[config.mk]
export PLATFORM = sky130hd
export DESIGN_NAME = fro_datapath
export DESIGN_NICKNAME = d
export VERILOG_FILES = /design/src/hw/fro_pkg.sv /design/src/hw/fro_datapath.sv /design/src/hw/fro_file_regs.sv
export VERILOG_INCLUDE_DIRS = /design/src /design/src/hw
export SDC_FILE = /design/constraint.sdc
export NUM_CORES = 2
export LEC_CHECK = 0
export BUFFER_PORTS_ARGS = -buffer_cell sky130_fd_sc_hd__buf_2
export CAP_MARGIN = 20
export CORE_AREA = 2 2 334 336
export DETAILED_ROUTE_END_ITERATION = 10
export DIE_AREA = 0 0 336 338
export GPL_TIMING_DRIVEN = 0
export MAX_ROUTING_LAYER = met4
export PLACE_DENSITY = 0.63
export SYNTH_ARGS = -nofsm -noshare
export SYNTH_HDL_FRONTEND = slang
export SYNTH_SLANG_ARGS = --single-unit
[constraint.sdc]
create_clock -name MCLK -period 9.21 [get_ports MCLK]
set_clock_uncertainty 0.05 [all_clocks]
set_input_delay 2.763 -clock MCLK [delete_from_list [all_inputs] [get_ports MCLK]]
set_output_delay 2.763 -clock MCLK [all_outputs]
set_load 0.02 [all_outputs]
[src/hw/fro_params.svh]
`ifndef FRO_PARAMS_SVH
`define FRO_PARAMS_SVH

// ------------------------------------------------------------
// Widths and depth
// ------------------------------------------------------------
`define FRO_ADDR_W      7
`define FRO_DATA_W      8
`define FRO_DEPTH       128

// ------------------------------------------------------------
// Reset values and constants
// ------------------------------------------------------------
`define FRO_ACCUM_RST   8'h00
`define FRO_FILE_RST    8'h00
`define FRO_ADDR_RST    7'h00
`define FRO_ZERO_RST    1'b0
`define FRO_ADV_RST     1'b0
`define FRO_INC_STEP    8'h01
`define FRO_ZERO_VAL    8'h00

// ------------------------------------------------------------
// Destination selector encoding
// ------------------------------------------------------------
`define FRO_DEST_ACCUM  1'b0
`define FRO_DEST_FILE   1'b1

`endif

[src/hw/fro_pkg.sv]
`include "fro_params.svh"

package fro_pkg;

   // ---------------------------------------------------------
   // Operation select
   // ---------------------------------------------------------
   typedef enum logic [2:0] {
      FRO_NOP_OP,
      FRO_INCREMENT_FILE_OP,
      FRO_OR_ACCUM_WITH_FILE_OP,
      FRO_MOVE_FILE_OP,
      FRO_STORE_ACCUM_OP,
      FRO_LOAD_LITERAL_OP
   } fro_op_t;

   typedef logic [`FRO_DATA_W-1:0] fro_data_t;
   typedef logic [`FRO_ADDR_W-1:0] fro_addr_t;

endpackage : fro_pkg
[src/hw/fro_datapath.sv]
`timescale 1ns/1ns
`include "fro_params.svh"

module fro_datapath
   import fro_pkg::*;
(
   input  wire logic      MCLK,
   input  wire logic      NRST,
   input  wire logic      OP_VALID,
   input  wire fro_op_t   OP_CODE,
   input  wire fro_addr_t FILE_ADDR,
   input  wire logic      DEST_SEL,
   input  wire fro_data_t LITERAL,
   input  wire fro_addr_t PEEK_ADDR,
   output fro_data_t      PEEK_DATA,
   output fro_data_t      ACCUM,
   output logic           ZERO_FLAG,
   output logic           PC_ADVANCE
);

   // ---------------------------------------------------------
   // State
   // ---------------------------------------------------------
   fro_data_t accum_reg;
   fro_data_t accum_next;
   logic      zero_reg;
   logic      zero_next;
   logic      adv_reg;
   fro_data_t peek_reg;

   // ---------------------------------------------------------
   // Decode
   // ---------------------------------------------------------
   wire logic      is_inc   = OP_VALID && (OP_CODE == FRO_INCREMENT_FILE_OP);
   wire logic      is_or    = OP_VALID && (OP_CODE == FRO_OR_ACCUM_WITH_FILE_OP);
   wire logic      is_move  = OP_VALID && (OP_CODE == FRO_MOVE_FILE_OP);
   wire logic      is_store = OP_VALID && (OP_CODE == FRO_STORE_ACCUM_OP);
   wire logic      is_lit   = OP_VALID && (OP_CODE == FRO_LOAD_LITERAL_OP);
   wire logic      has_dest = is_inc || is_or || is_move;
   wire logic      to_file  = has_dest && (DEST_SEL == `FRO_DEST_FILE);
   wire logic      to_accum = has_dest && (DEST_SEL == `FRO_DEST_ACCUM);
   wire fro_data_t file_rd;
   wire fro_data_t peek_rd;

   // ---------------------------------------------------------
   // Result selection
   // ---------------------------------------------------------
   // Increment sum
   wire fro_data_t inc_res  = fro_data_t'(file_rd + `FRO_INC_STEP);
   wire fro_data_t or_res   = accum_reg | file_rd;
   wire fro_data_t alu_res  = is_inc ? inc_res : (is_or ? or_res : file_rd);
   wire logic      res_zero = (alu_res == `FRO_ZERO_VAL);

   wire logic      file_we    = to_file || is_store;
   wire fro_data_t file_wdata = is_store ? accum_reg : alu_res;

   assign accum_next = to_accum ? alu_res : (is_lit ? LITERAL : accum_reg);
   // Zero flag follows only result-producing ops
   assign zero_next  = has_dest ? res_zero : zero_reg;

   fro_file_regs u_file (
      .clk       (MCLK),
      .rst_n     (NRST),
      .wr_en     (file_we),
      .wr_addr   (FILE_ADDR),
      .wr_data   (file_wdata),
      .rd_addr   (FILE_ADDR),
      .rd_data   (file_rd),
      .peek_addr (PEEK_ADDR),
      .peek_data (peek_rd)
   );

   // ---------------------------------------------------------
   // Registers
   // ---------------------------------------------------------
   // Every operation completes in one cycle
   always_ff @(posedge MCLK or negedge NRST) begin
      if (!NRST) begin
         accum_reg <= `FRO_ACCUM_RST;
         zero_reg  <= `FRO_ZERO_RST;
         adv_reg   <= `FRO_ADV_RST;
         peek_reg  <= `FRO_FILE_RST;
      end else begin
         accum_reg <= accum_next;
         zero_reg  <= zero_next;
         adv_reg   <= OP_VALID;
         peek_reg  <= peek_rd;
      end
   end

   assign ACCUM      = accum_reg;
   assign ZERO_FLAG  = zero_reg;
   assign PC_ADVANCE = adv_reg;
   assign PEEK_DATA  = peek_reg;

   // ---------------------------------------------------------
   // Assertions
   // ---------------------------------------------------------
   AST_DEST_ACCUM: assert property (
      @(posedge MCLK) disable iff (!NRST)
      to_accum |-> !file_we ##1 (ACCUM == $past(alu_res)))
      else $error("Accumulator destination did not receive result");

   AST_DEST_FILE: assert property (
      @(posedge MCLK) disable iff (!NRST)
      to_file |-> file_we && (file_wdata == alu_res) ##1 $stable(ACCUM))
      else $error("File destination mishandled");

   AST_INC_SUM: assert property (
      @(posedge MCLK) disable iff (!NRST)
      is_inc && to_accum |=> ACCUM == fro_data_t'($past(file_rd) + `FRO_INC_STEP))
      else $error("Increment result wrong");

   AST_INC_ZERO: assert property (
      @(posedge MCLK) disable iff (!NRST)
      is_inc && (&file_rd) |=> ZERO_FLAG)
      else $error("Increment wrap did not set zero flag");

   AST_OR_RESULT: assert property (
      @(posedge MCLK) disable iff (!NRST)
      is_or && to_accum |=> ACCUM == ($past(accum_reg) | $past(file_rd)))
      else $error("OR result wrong");

   AST_MOVE_ZERO: assert property (
      @(posedge MCLK) disable iff (!NRST)
      is_move |=> (ZERO_FLAG == ($past(file_rd) == `FRO_ZERO_VAL)) && PC_ADVANCE)
      else $error("Move zero flag or timing wrong");

   AST_STORE: assert property (
      @(posedge MCLK) disable iff (!NRST)
      is_store |-> file_we && (file_wdata == accum_reg) ##1 $stable(ZERO_FLAG) && $stable(ACCUM))
      else $error("Store wrote wrong value or touched flags");

   AST_LITERAL: assert property (
      @(posedge MCLK) disable iff (!NRST)
      is_lit |=> (ACCUM == $past(LITERAL)) && $stable(ZERO_FLAG) && PC_ADVANCE)
      else $error("Literal load wrong");

   AST_NOP: assert property (
      @(posedge MCLK) disable iff (!NRST)
      OP_VALID && (OP_CODE == FRO_NOP_OP) |-> !file_we ##1 $stable(ACCUM) && $stable(ZERO_FLAG) && PC_ADVANCE)
      else $error("No-operation changed state");

   AST_INC_FILE: assert property (
      @(posedge MCLK) disable iff (!NRST)
      is_inc && to_file |-> file_we && (file_wdata == fro_data_t'(file_rd + `FRO_INC_STEP)))
      else $error("Increment to file register wrote wrong value");

   AST_INC_NONZERO: assert property (
      @(posedge MCLK) disable iff (!NRST)
      is_inc && !(&file_rd) |=> !ZERO_FLAG)
      else $error("Increment set zero flag on a nonzero sum");

   AST_OR_FILE: assert property (
      @(posedge MCLK) disable iff (!NRST)
      is_or && to_file |-> file_we && (file_wdata == (accum_reg | file_rd)) ##1 $stable(ACCUM))
      else $error("OR to file register mishandled");

   AST_OR_ZERO: assert property (
      @(posedge MCLK) disable iff (!NRST)
      is_or |=> ZERO_FLAG == (($past(accum_reg) | $past(file_rd)) == `FRO_ZERO_VAL))
      else $error("OR zero flag wrong");

   AST_MOVE_ACCUM: assert property (
      @(posedge MCLK) disable iff (!NRST)
      is_move && to_accum |=> ACCUM == $past(file_rd))
      else $error("Move to accumulator wrong");

   AST_MOVE_FILE: assert property (
      @(posedge MCLK) disable iff (!NRST)
      is_move && to_file |-> file_we && (file_wdata == file_rd))
      else $error("Move in place changed the file register");

   // Moving a register onto itself is the in-place test: flag only, accumulator kept
   AST_MOVE_TEST: assert property (
      @(posedge MCLK) disable iff (!NRST)
      is_move && to_file |=> (ZERO_FLAG == ($past(file_rd) == `FRO_ZERO_VAL)) && $stable(ACCUM))
      else $error("In-place move test wrong");

   AST_STORE_ADV: assert property (
      @(posedge MCLK) disable iff (!NRST)
      is_store |=> PC_ADVANCE)
      else $error("Store did not complete in one cycle");

   AST_LIT_NO_WRITE: assert property (
      @(posedge MCLK) disable iff (!NRST)
      is_lit |-> !file_we)
      else $error("Literal load wrote a file register");

   AST_FLAGS_HELD: assert property (
      @(posedge MCLK) disable iff (!NRST)
      OP_VALID && !has_dest |=> $stable(ZERO_FLAG))
      else $error("Flag changed by an operation that must leave it");

   AST_ACCUM_HELD: assert property (
      @(posedge MCLK) disable iff (!NRST)
      !to_accum && !is_lit |=> $stable(ACCUM))
      else $error("Accumulator changed without an accumulator destination");

   // Idle cycles must hold the accumulator, zero flag and file registers and must not advance the counter
   AST_IDLE_HOLD: assert property (
      @(posedge MCLK) disable iff (!NRST)
      !OP_VALID |-> !file_we ##1 $stable(ACCUM) && $stable(ZERO_FLAG) && !PC_ADVANCE)
      else $error("Idle cycle changed state");

   AST_PC_ONE: assert property (
      @(posedge MCLK) disable iff (!NRST)
      OP_VALID |=> PC_ADVANCE)
      else $error("Counter advance missing after an operation");

   AST_INC_ONE_CYCLE: assert property (
      @(posedge MCLK) disable iff (!NRST)
      is_inc |=> PC_ADVANCE)
      else $error("Increment did not complete in one cycle");

endmodule : fro_datapath

[src/hw/fro_file_regs.sv]
`timescale 1ns/1ns
`include "fro_params.svh"

module fro_file_regs
   import fro_pkg::*;
(
   input  wire logic      clk,
   input  wire logic      rst_n,
   input  wire logic      wr_en,
   input  wire fro_addr_t wr_addr,
   input  wire fro_data_t wr_data,
   input  wire fro_addr_t rd_addr,
   output fro_data_t      rd_data,
   input  wire fro_addr_t peek_addr,
   output fro_data_t      peek_data
);

   // ---------------------------------------------------------
   // Storage, one flop group per entry
   // ---------------------------------------------------------
   fro_data_t mem_reg [`FRO_DEPTH];

   genvar gi;
   generate
      for (gi = 0; gi < `FRO_DEPTH; gi = gi + 1) begin : g_entry
         wire fro_addr_t entry_addr = fro_addr_t'(gi);
         wire logic      hit        = wr_en && (wr_addr == entry_addr);
         always_ff @(posedge clk or negedge rst_n) begin
            if (!rst_n) begin
               mem_reg[gi] <= `FRO_FILE_RST;
            end else if (hit) begin
               mem_reg[gi] <= wr_data;
            end
         end
      end
   endgenerate

   // Reads are combinational so an operation completes in one cycle
   assign rd_data   = mem_reg[rd_addr];
   assign peek_data = mem_reg[peek_addr];

endmodule : fro_file_regs

=== Word-level counts from Yosys, hierarchy flattened ===
Cells that the tools add are included.

* Add/sub/neg operators: 1
* Magnitude comparators: 2
* Eq/ne operators: 132
* Multiplexer cells: 11
* Bitwise logic cells: 4
* Reductions and logical operators: 141

{| class="wikitable"
|+ Operators by type and width
! kind !! count
|-
| 7-bit equality test (second input constant) || 64
|-
| 7-bit by 6-bit equality test with 1-bit output (second input constant) || 32
|-
| 1-bit logical AND || 135
|-
| 8-bit binary-select mux with 7-bit select || 2
|-
| 7-bit by 5-bit equality test with 1-bit output (second input constant) || 16
|-
| 8-bit two-way mux || 9
|-
| 7-bit by 4-bit equality test with 1-bit output (second input constant) || 8
|-
| 7-bit by 3-bit equality test with 1-bit output (second input constant) || 4
|-
| 8-bit >= comparator (second input constant) || 2
|-
| 7-bit NOT with 8-bit output || 2
|-
| 7-bit by 2-bit equality test with 1-bit output (second input constant) || 2
|-
| 8-bit by 1-bit adder with 8-bit output (second input constant) || 1
|-
| 8-bit zero test || 1
|-
| 8-bit bitwise OR || 1
|-
| 7-bit by 1-bit equality test with 1-bit output (second input constant) || 1
|-
| 7-bit zero test || 1
|-
| 3-bit by 2-bit equality test with 1-bit output (second input constant) || 2
|-
| 3-bit equality test (second input constant) || 2
|-
| 3-bit by 1-bit equality test with 1-bit output (second input constant) || 1
|-
| 1-bit logical OR || 3
|-
| 2-bit nonzero test || 1
|-
| 1-bit NOT || 1
|}

* Bits in registers: 1042
* Bits of input ports: 29
* Output and inout bits: 18
* Logic and storage cells: 423

=== Longest topological paths before layout ===
* Depth in word-level cells: 8
* Mapped depth: 18
* Depth with buffers taken out: 12

=== Cells and area by module ===
From an unflattened synthesis, not the netlist that was laid out.

* Cells, all modules: 3304
* Area total of the unflattened synthesis: 55479.5 um^2

{| class="wikitable"
|+ Modules (own cells, without submodules)
! module !! instances !! cells an instance !! area an instance (um^2) !! seq. area each (um^2)
|-
| fro_file_regs || 1 || 3206 || 54458.5 || 25624.6
|-
| fro_datapath || 1 || 98 || 1021.0 || 450.4
|}

=== Worst setup path before layout ===
OpenSTA, ideal clock, no wires.

* Path type: input to register
* From: input port FILE_ADDR[1]
* To: register u_file.mem_reg[42] in the netlist's numbering
* Setup time: 0.133 ns
* Data arrival time: 5.871 ns
* Data required time: 9.027 ns
* Path slack: 3.156 ns
* Stages on the path: 16
* Buffers on the path: 6
* Cell sequence: buf_4 -> buf_8 -> buf_4 -> mux4_2 -> a221o_1 -> a21oi_1 -> a22oi_4 -> ha_1 -> and2_1 -> a21oi_1 -> mux2i_1 -> mux2i_1 -> clkbuf_1 -> clkbuf_1 -> buf_2 -> a21oi_1

* Cells in the longest elaborated chain, start to end: 8
* Elaborated cells on any way between the ends: 11
* Classes of those cells: add/sub (1); eq/ne (1); mux (6); bitwise (2); reduce/logical (1)

{| class="wikitable"
|+ Ends and longest elaborated chain
! item !! RTL line !! text
|-
| start, declared || fro_datapath.sv:11 || <nowiki>input wire fro_addr_t FILE_ADDR,</nowiki>
|-
| parallel branches: the longest is 8 deep, another holds 8-bit by 1-bit adder with 8-bit output || - ||
|-
| end signal, assigned by index || fro_file_regs.sv:30 || <nowiki>mem_reg[gi] <= `FRO_FILE_RST;</nowiki>
|-
| end signal, assigned by index || fro_file_regs.sv:32 || <nowiki>mem_reg[gi] <= wr_data;</nowiki>
|-
| end, declared || fro_file_regs.sv:21 || <nowiki>fro_data_t mem_reg [`FRO_DEPTH];</nowiki>
|}

Several ways; the timed one is not identified. The select of a mux whose other input is x is not followed.
A chain may end at the register's enable or synchronous reset.

=== Worst setup path after layout ===
* From: input port FILE_ADDR[3]
* To: register u_file.mem_reg[770] in the netlist's numbering

The elaborated chain is that of the path after synthesis.

==> results by stage <==
Setup path:
- The type of element capturing the critical path is a flop.
- The critical path startpoint is FILE_ADDR[3].
- Of all nets on the critical path, the largest fanout is 10.
- For the worst setup path, the data required time is 9.78 ns.
- The critical register-to-register path startpoint is u_file.mem_reg[152].
- The data arrival time of the critical path is 9.30 ns.
- STA classifies the critical path startpoint as an input port.
- The path type of the worst setup path is input port to flop.

Die:
- For this configuration, the core starts out at a cell density of 49.53%.
- The total area inside the core boundary comes to 110100 µm².
- The floorplan die height is 338 µm.
- The die covers 113600 µm².
- Measured along the x axis, the die boundary spans 336 µm.
- Pin placement for this block handled 47 I/O pins.
- The floorplan has 122 rows.

Clock tree:
- The CTS tree is yes.
- Counting the buffers created by CTS gives 116.
- In this run the number of H-tree levels came out at 3.
- After clock tree synthesis, the clock-pin slew on the worst setup and hold paths is 0.06 ns.
- Gates resized during post-CTS repair numbered 0.
- In this run the post-CTS setup repair buffer count came out at 0.
- The master cell of the clock root buffer is sky130_fd_sc_hd__clkbuf_16.
- For this design, the CTS-stage hold fixing added 0 buffers.
- CTS saw 1042 sinks.
- The clock passes through at most 3 buffers.
- At the later pin of the worst-skew pair, clock insertion delay measures 0.78 ns.

Power and ir drop:
- The power per standard cell area is 187.0 nW/µm².
- The leakage power of the design is 26.27 nW.
- VDD sags by at most 173.6 µV.

Routing:
- The routed via count is 45.21k.
- After detailed routing, the number of vias per cell comes to 7.120.
- The routed wire length per instance is 44.73 µm.
- The initial detailed-routing violation count is 7777.
- The number of DRC violations after detailed routing is 0.
- The remaining number of nets flagged by the antenna check after routing is 0.
- The number of search-and-repair iterations in the first detailed-routing pass is 6.
- The final layout contains routed wiring with a total length of 284.0 mm.

GRT:
- The first-pass GRT wire length is 379.0 mm.
- For this run the aggregate overflow at the end of global routing stands at 0.
- Entering global routing, the biggest net connects 159 pins.
- The via count of the first global-routing pass is 42.24k.
- The initial antenna violation count is 34.
- The global routing usage summed across all routing layers is 52.27%.

Yosys:
- The most common cell in the synthesized netlist is sky130_fd_sc_hd__dfrtp_1.
- The number of nets in the synthesized netlist is 4537.
- After synthesis, the share of flip-flops with an asynchronous set or reset is 100.0%.
- The largest area contributor in the netlist is sky130_fd_sc_hd__dfrtp_1.
- Yosys printed 0 warnings.
- Dividing the synthesized area by the synthesized cell count gives 12.10 µm².
- The share of synthesized area in the top cell type comes to 47.83%.
- The number of cells produced by synthesis is 4507.
- In this run the cell area of the synthesized design comes to 54510 µm².
- After synthesis, the cell types taking the most area are sky130_fd_sc_hd__dfrtp_1 (48%), sky130_fd_sc_hd__mux4_2 (25%), sky130_fd_sc_hd__o21ai_0 (5.4%).
- In this run, synthesis produced a sequential element count of 1042.
- The most frequently used flop master after synthesis is sky130_fd_sc_hd__dfrtp_1.
- The netlist uses 67 different library cells.
- Sequential cells were found to cover 47.83% of the synthesized design area.
- By count the netlist is led by sky130_fd_sc_hd__dfrtp_1 (1042), sky130_fd_sc_hd__nand2_1 (693), sky130_fd_sc_hd__mux4_2 (603).
- The number of enable-type register cells in the synthesized netlist is 0.

Placed design:
- The number of placed instances, taps included is 6100.
- Routability-driven placement finished with a final weighted congestion of 1.076.
- The count of buffers from port buffering is 37.
- The half-perimeter wire length after detailed placement is 212.7 mm.

STA:
- Subtracting the final worst setup slack from the clock period gives 8.738 ns.
- Based on the critical path, the design can be clocked at up to 0.1144 GHz.
- The number of pins with negative max-slew slack in the final report is 0.
- Setup repair after global routing left no endpoint under its margin.
- The final setup violation count is 0.
- The count of final hold-check violations is 0.
- Measured against its own limit, the worst slew margin works out to 11.80%.
- The final critical path takes up 94.88% of the cycle.
- The slew at the pin closest to its max-slew limit is 1.323 ns.

Cells and area:
- The post-synthesis to final-layout area growth is 13.62%.
- The number of nets at the end of the flow is 4765.
- The flip-flop count of the largest register after layout is 1024.
- After the flow finishes, the layout carries non-filler instances totaling 6349.
- Measured on the finished design, the core utilization comes to 56.28%.
- Cells with a size suffix above 1 make up 25.80% of the layout.

Min path:
- The worst hold path class is flop to flop.
- The hold path startpoint is ZERO_FLAG.

Status:
- The flow ran to the end, and the final reports show no timing, DRC or antenna violations.

Flow run:
- Across the run, the number of max-cap violations was 0.
## cell families (layout without fill, tap and decap cells)
logic type	after synthesis	count (layout)	share of synthesized area [%]
adder cells (fa/ha/maj)	1	1	0.02295
flip-flops	1042	1042	47.83
AO/OA/AOI/OAI	1032	1032	10.28
buffers and inverters	433	755	4.067
AND/OR/NAND/NOR	1177	1177	8.501
multiplexers	822	822	29.30
other	0	32	0
## path summary, 6_finish.rpt
check	depth (start not counted)	slack [ns]	end
worst max register to register	15	3.44	u_file.mem_reg[770]
min in group asynchronous	1	2.01	u_file.mem_reg[739]
worst min-delay path	2	0.45	ZERO_FLAG
max in group asynchronous	3	5.00	ZERO_FLAG
worst max-delay path	18	0.47	u_file.mem_reg[770]
worst min register to register	2	0.45	ZERO_FLAG
## cells in the final DEF (no fill, tap or decap), types with 7 or more instances in the layout
cell	n
sky130_fd_sc_hd__dfrtp_1	1042
sky130_fd_sc_hd__nand2_1	693
sky130_fd_sc_hd__mux4_2	603
sky130_fd_sc_hd__o21ai_0	588
sky130_fd_sc_hd__nor2_1	382
sky130_fd_sc_hd__a21oi_1	327
sky130_fd_sc_hd__clkbuf_1	265
sky130_fd_sc_hd__mux2_2	150
sky130_fd_sc_hd__clkbuf_16	117
sky130_fd_sc_hd__buf_2	108
sky130_fd_sc_hd__mux2i_1	68
sky130_fd_sc_hd__buf_8	52
sky130_fd_sc_hd__buf_6	38
sky130_fd_sc_hd__buf_1	35
sky130_fd_sc_hd__diode_2	32
sky130_fd_sc_hd__buf_4	29
sky130_fd_sc_hd__a22oi_1	28
sky130_fd_sc_hd__nand3_1	28
sky130_fd_sc_hd__nor3_1	26
sky130_fd_sc_hd__clkbuf_8	22
sky130_fd_sc_hd__a21oi_2	20
sky130_fd_sc_hd__clkinv_2	16
sky130_fd_sc_hd__buf_16	15
sky130_fd_sc_hd__bufinv_16	14
sky130_fd_sc_hd__clkbuf_2	11
sky130_fd_sc_hd__nor2b_1	10
sky130_fd_sc_hd__nor3_2	10
sky130_fd_sc_hd__inv_1	7
sky130_fd_sc_hd__a221oi_1	7
sky130_fd_sc_hd__clkinvlp_4	7
## area by class of cell
class                      count  area (µm²)
fill                        9330       48120
multi-input combinational   3032       26270
sequential                  1042       26080
clock buffer                 165        3328
buffer                       426        2201
tap                         1488        1862
timing repair buffer         110        1398
clock inverter                47       695.7
antenna                       32       80.08
inverter                       7       26.28
## through the flow
step	area, µm²	setup TNS (ns)	power, mW	setup WS [ns]	hold slack (ns)
6_report	61940	0	11.58	0.4719	0.4460
4_1_cts	61790	0	11.47	0.7693	0.4501
3_5_place_dp	57770	-0.07428	6.536	-0.01783	0.4361
3_3_place_gp	56560	-	6.465	-18.23	0.4185
2_1_floorplan	54510	0	5.647	3.156	0.4109
5_1_grt	61900	0	11.75	0.7846	0.4731
## where the power goes
part | leakage, nW | switching, mW | total [mW] | internal (mW)
logic | 9.87 | 1.16 | 1.65 | 0.492
clock network | 1.96 | 2.12 | 5.03 | 2.91
registers | 14.4 | 0.157 | 4.90 | 4.75
## worst max-delay path, cell delays in order
cell                       delay [ns]
sky130_fd_sc_hd__buf_2           0.17
sky130_fd_sc_hd__buf_2           0.52
sky130_fd_sc_hd__buf_2           0.81
sky130_fd_sc_hd__mux4_2          0.41
sky130_fd_sc_hd__mux2i_1         0.65
sky130_fd_sc_hd__nor2_1          0.09
sky130_fd_sc_hd__o21ai_0         0.61
sky130_fd_sc_hd__a22oi_4         0.28
sky130_fd_sc_hd__ha_1            0.24
sky130_fd_sc_hd__and2_1          0.17
sky130_fd_sc_hd__a21oi_1         0.13
sky130_fd_sc_hd__mux2i_1         0.13
sky130_fd_sc_hd__mux2i_1         0.29
sky130_fd_sc_hd__clkbuf_1        0.36
sky130_fd_sc_hd__buf_8           0.26
sky130_fd_sc_hd__clkbuf_1        0.70
sky130_fd_sc_hd__buf_2           0.51
sky130_fd_sc_hd__a21oi_1         0.12
## layer usage
metal / track usage [%] / vias up / routed length [µm]
met4: 37.13 / 0 / 26280
met3: 21.07 / 1008 / 40880
li1: - / 17130 / -
met5: - / - / 0
met1: 64.26 / 23330 / 101000
met2: 69.78 / 3738 / 115800
Power figures use the tool's default switching activity.
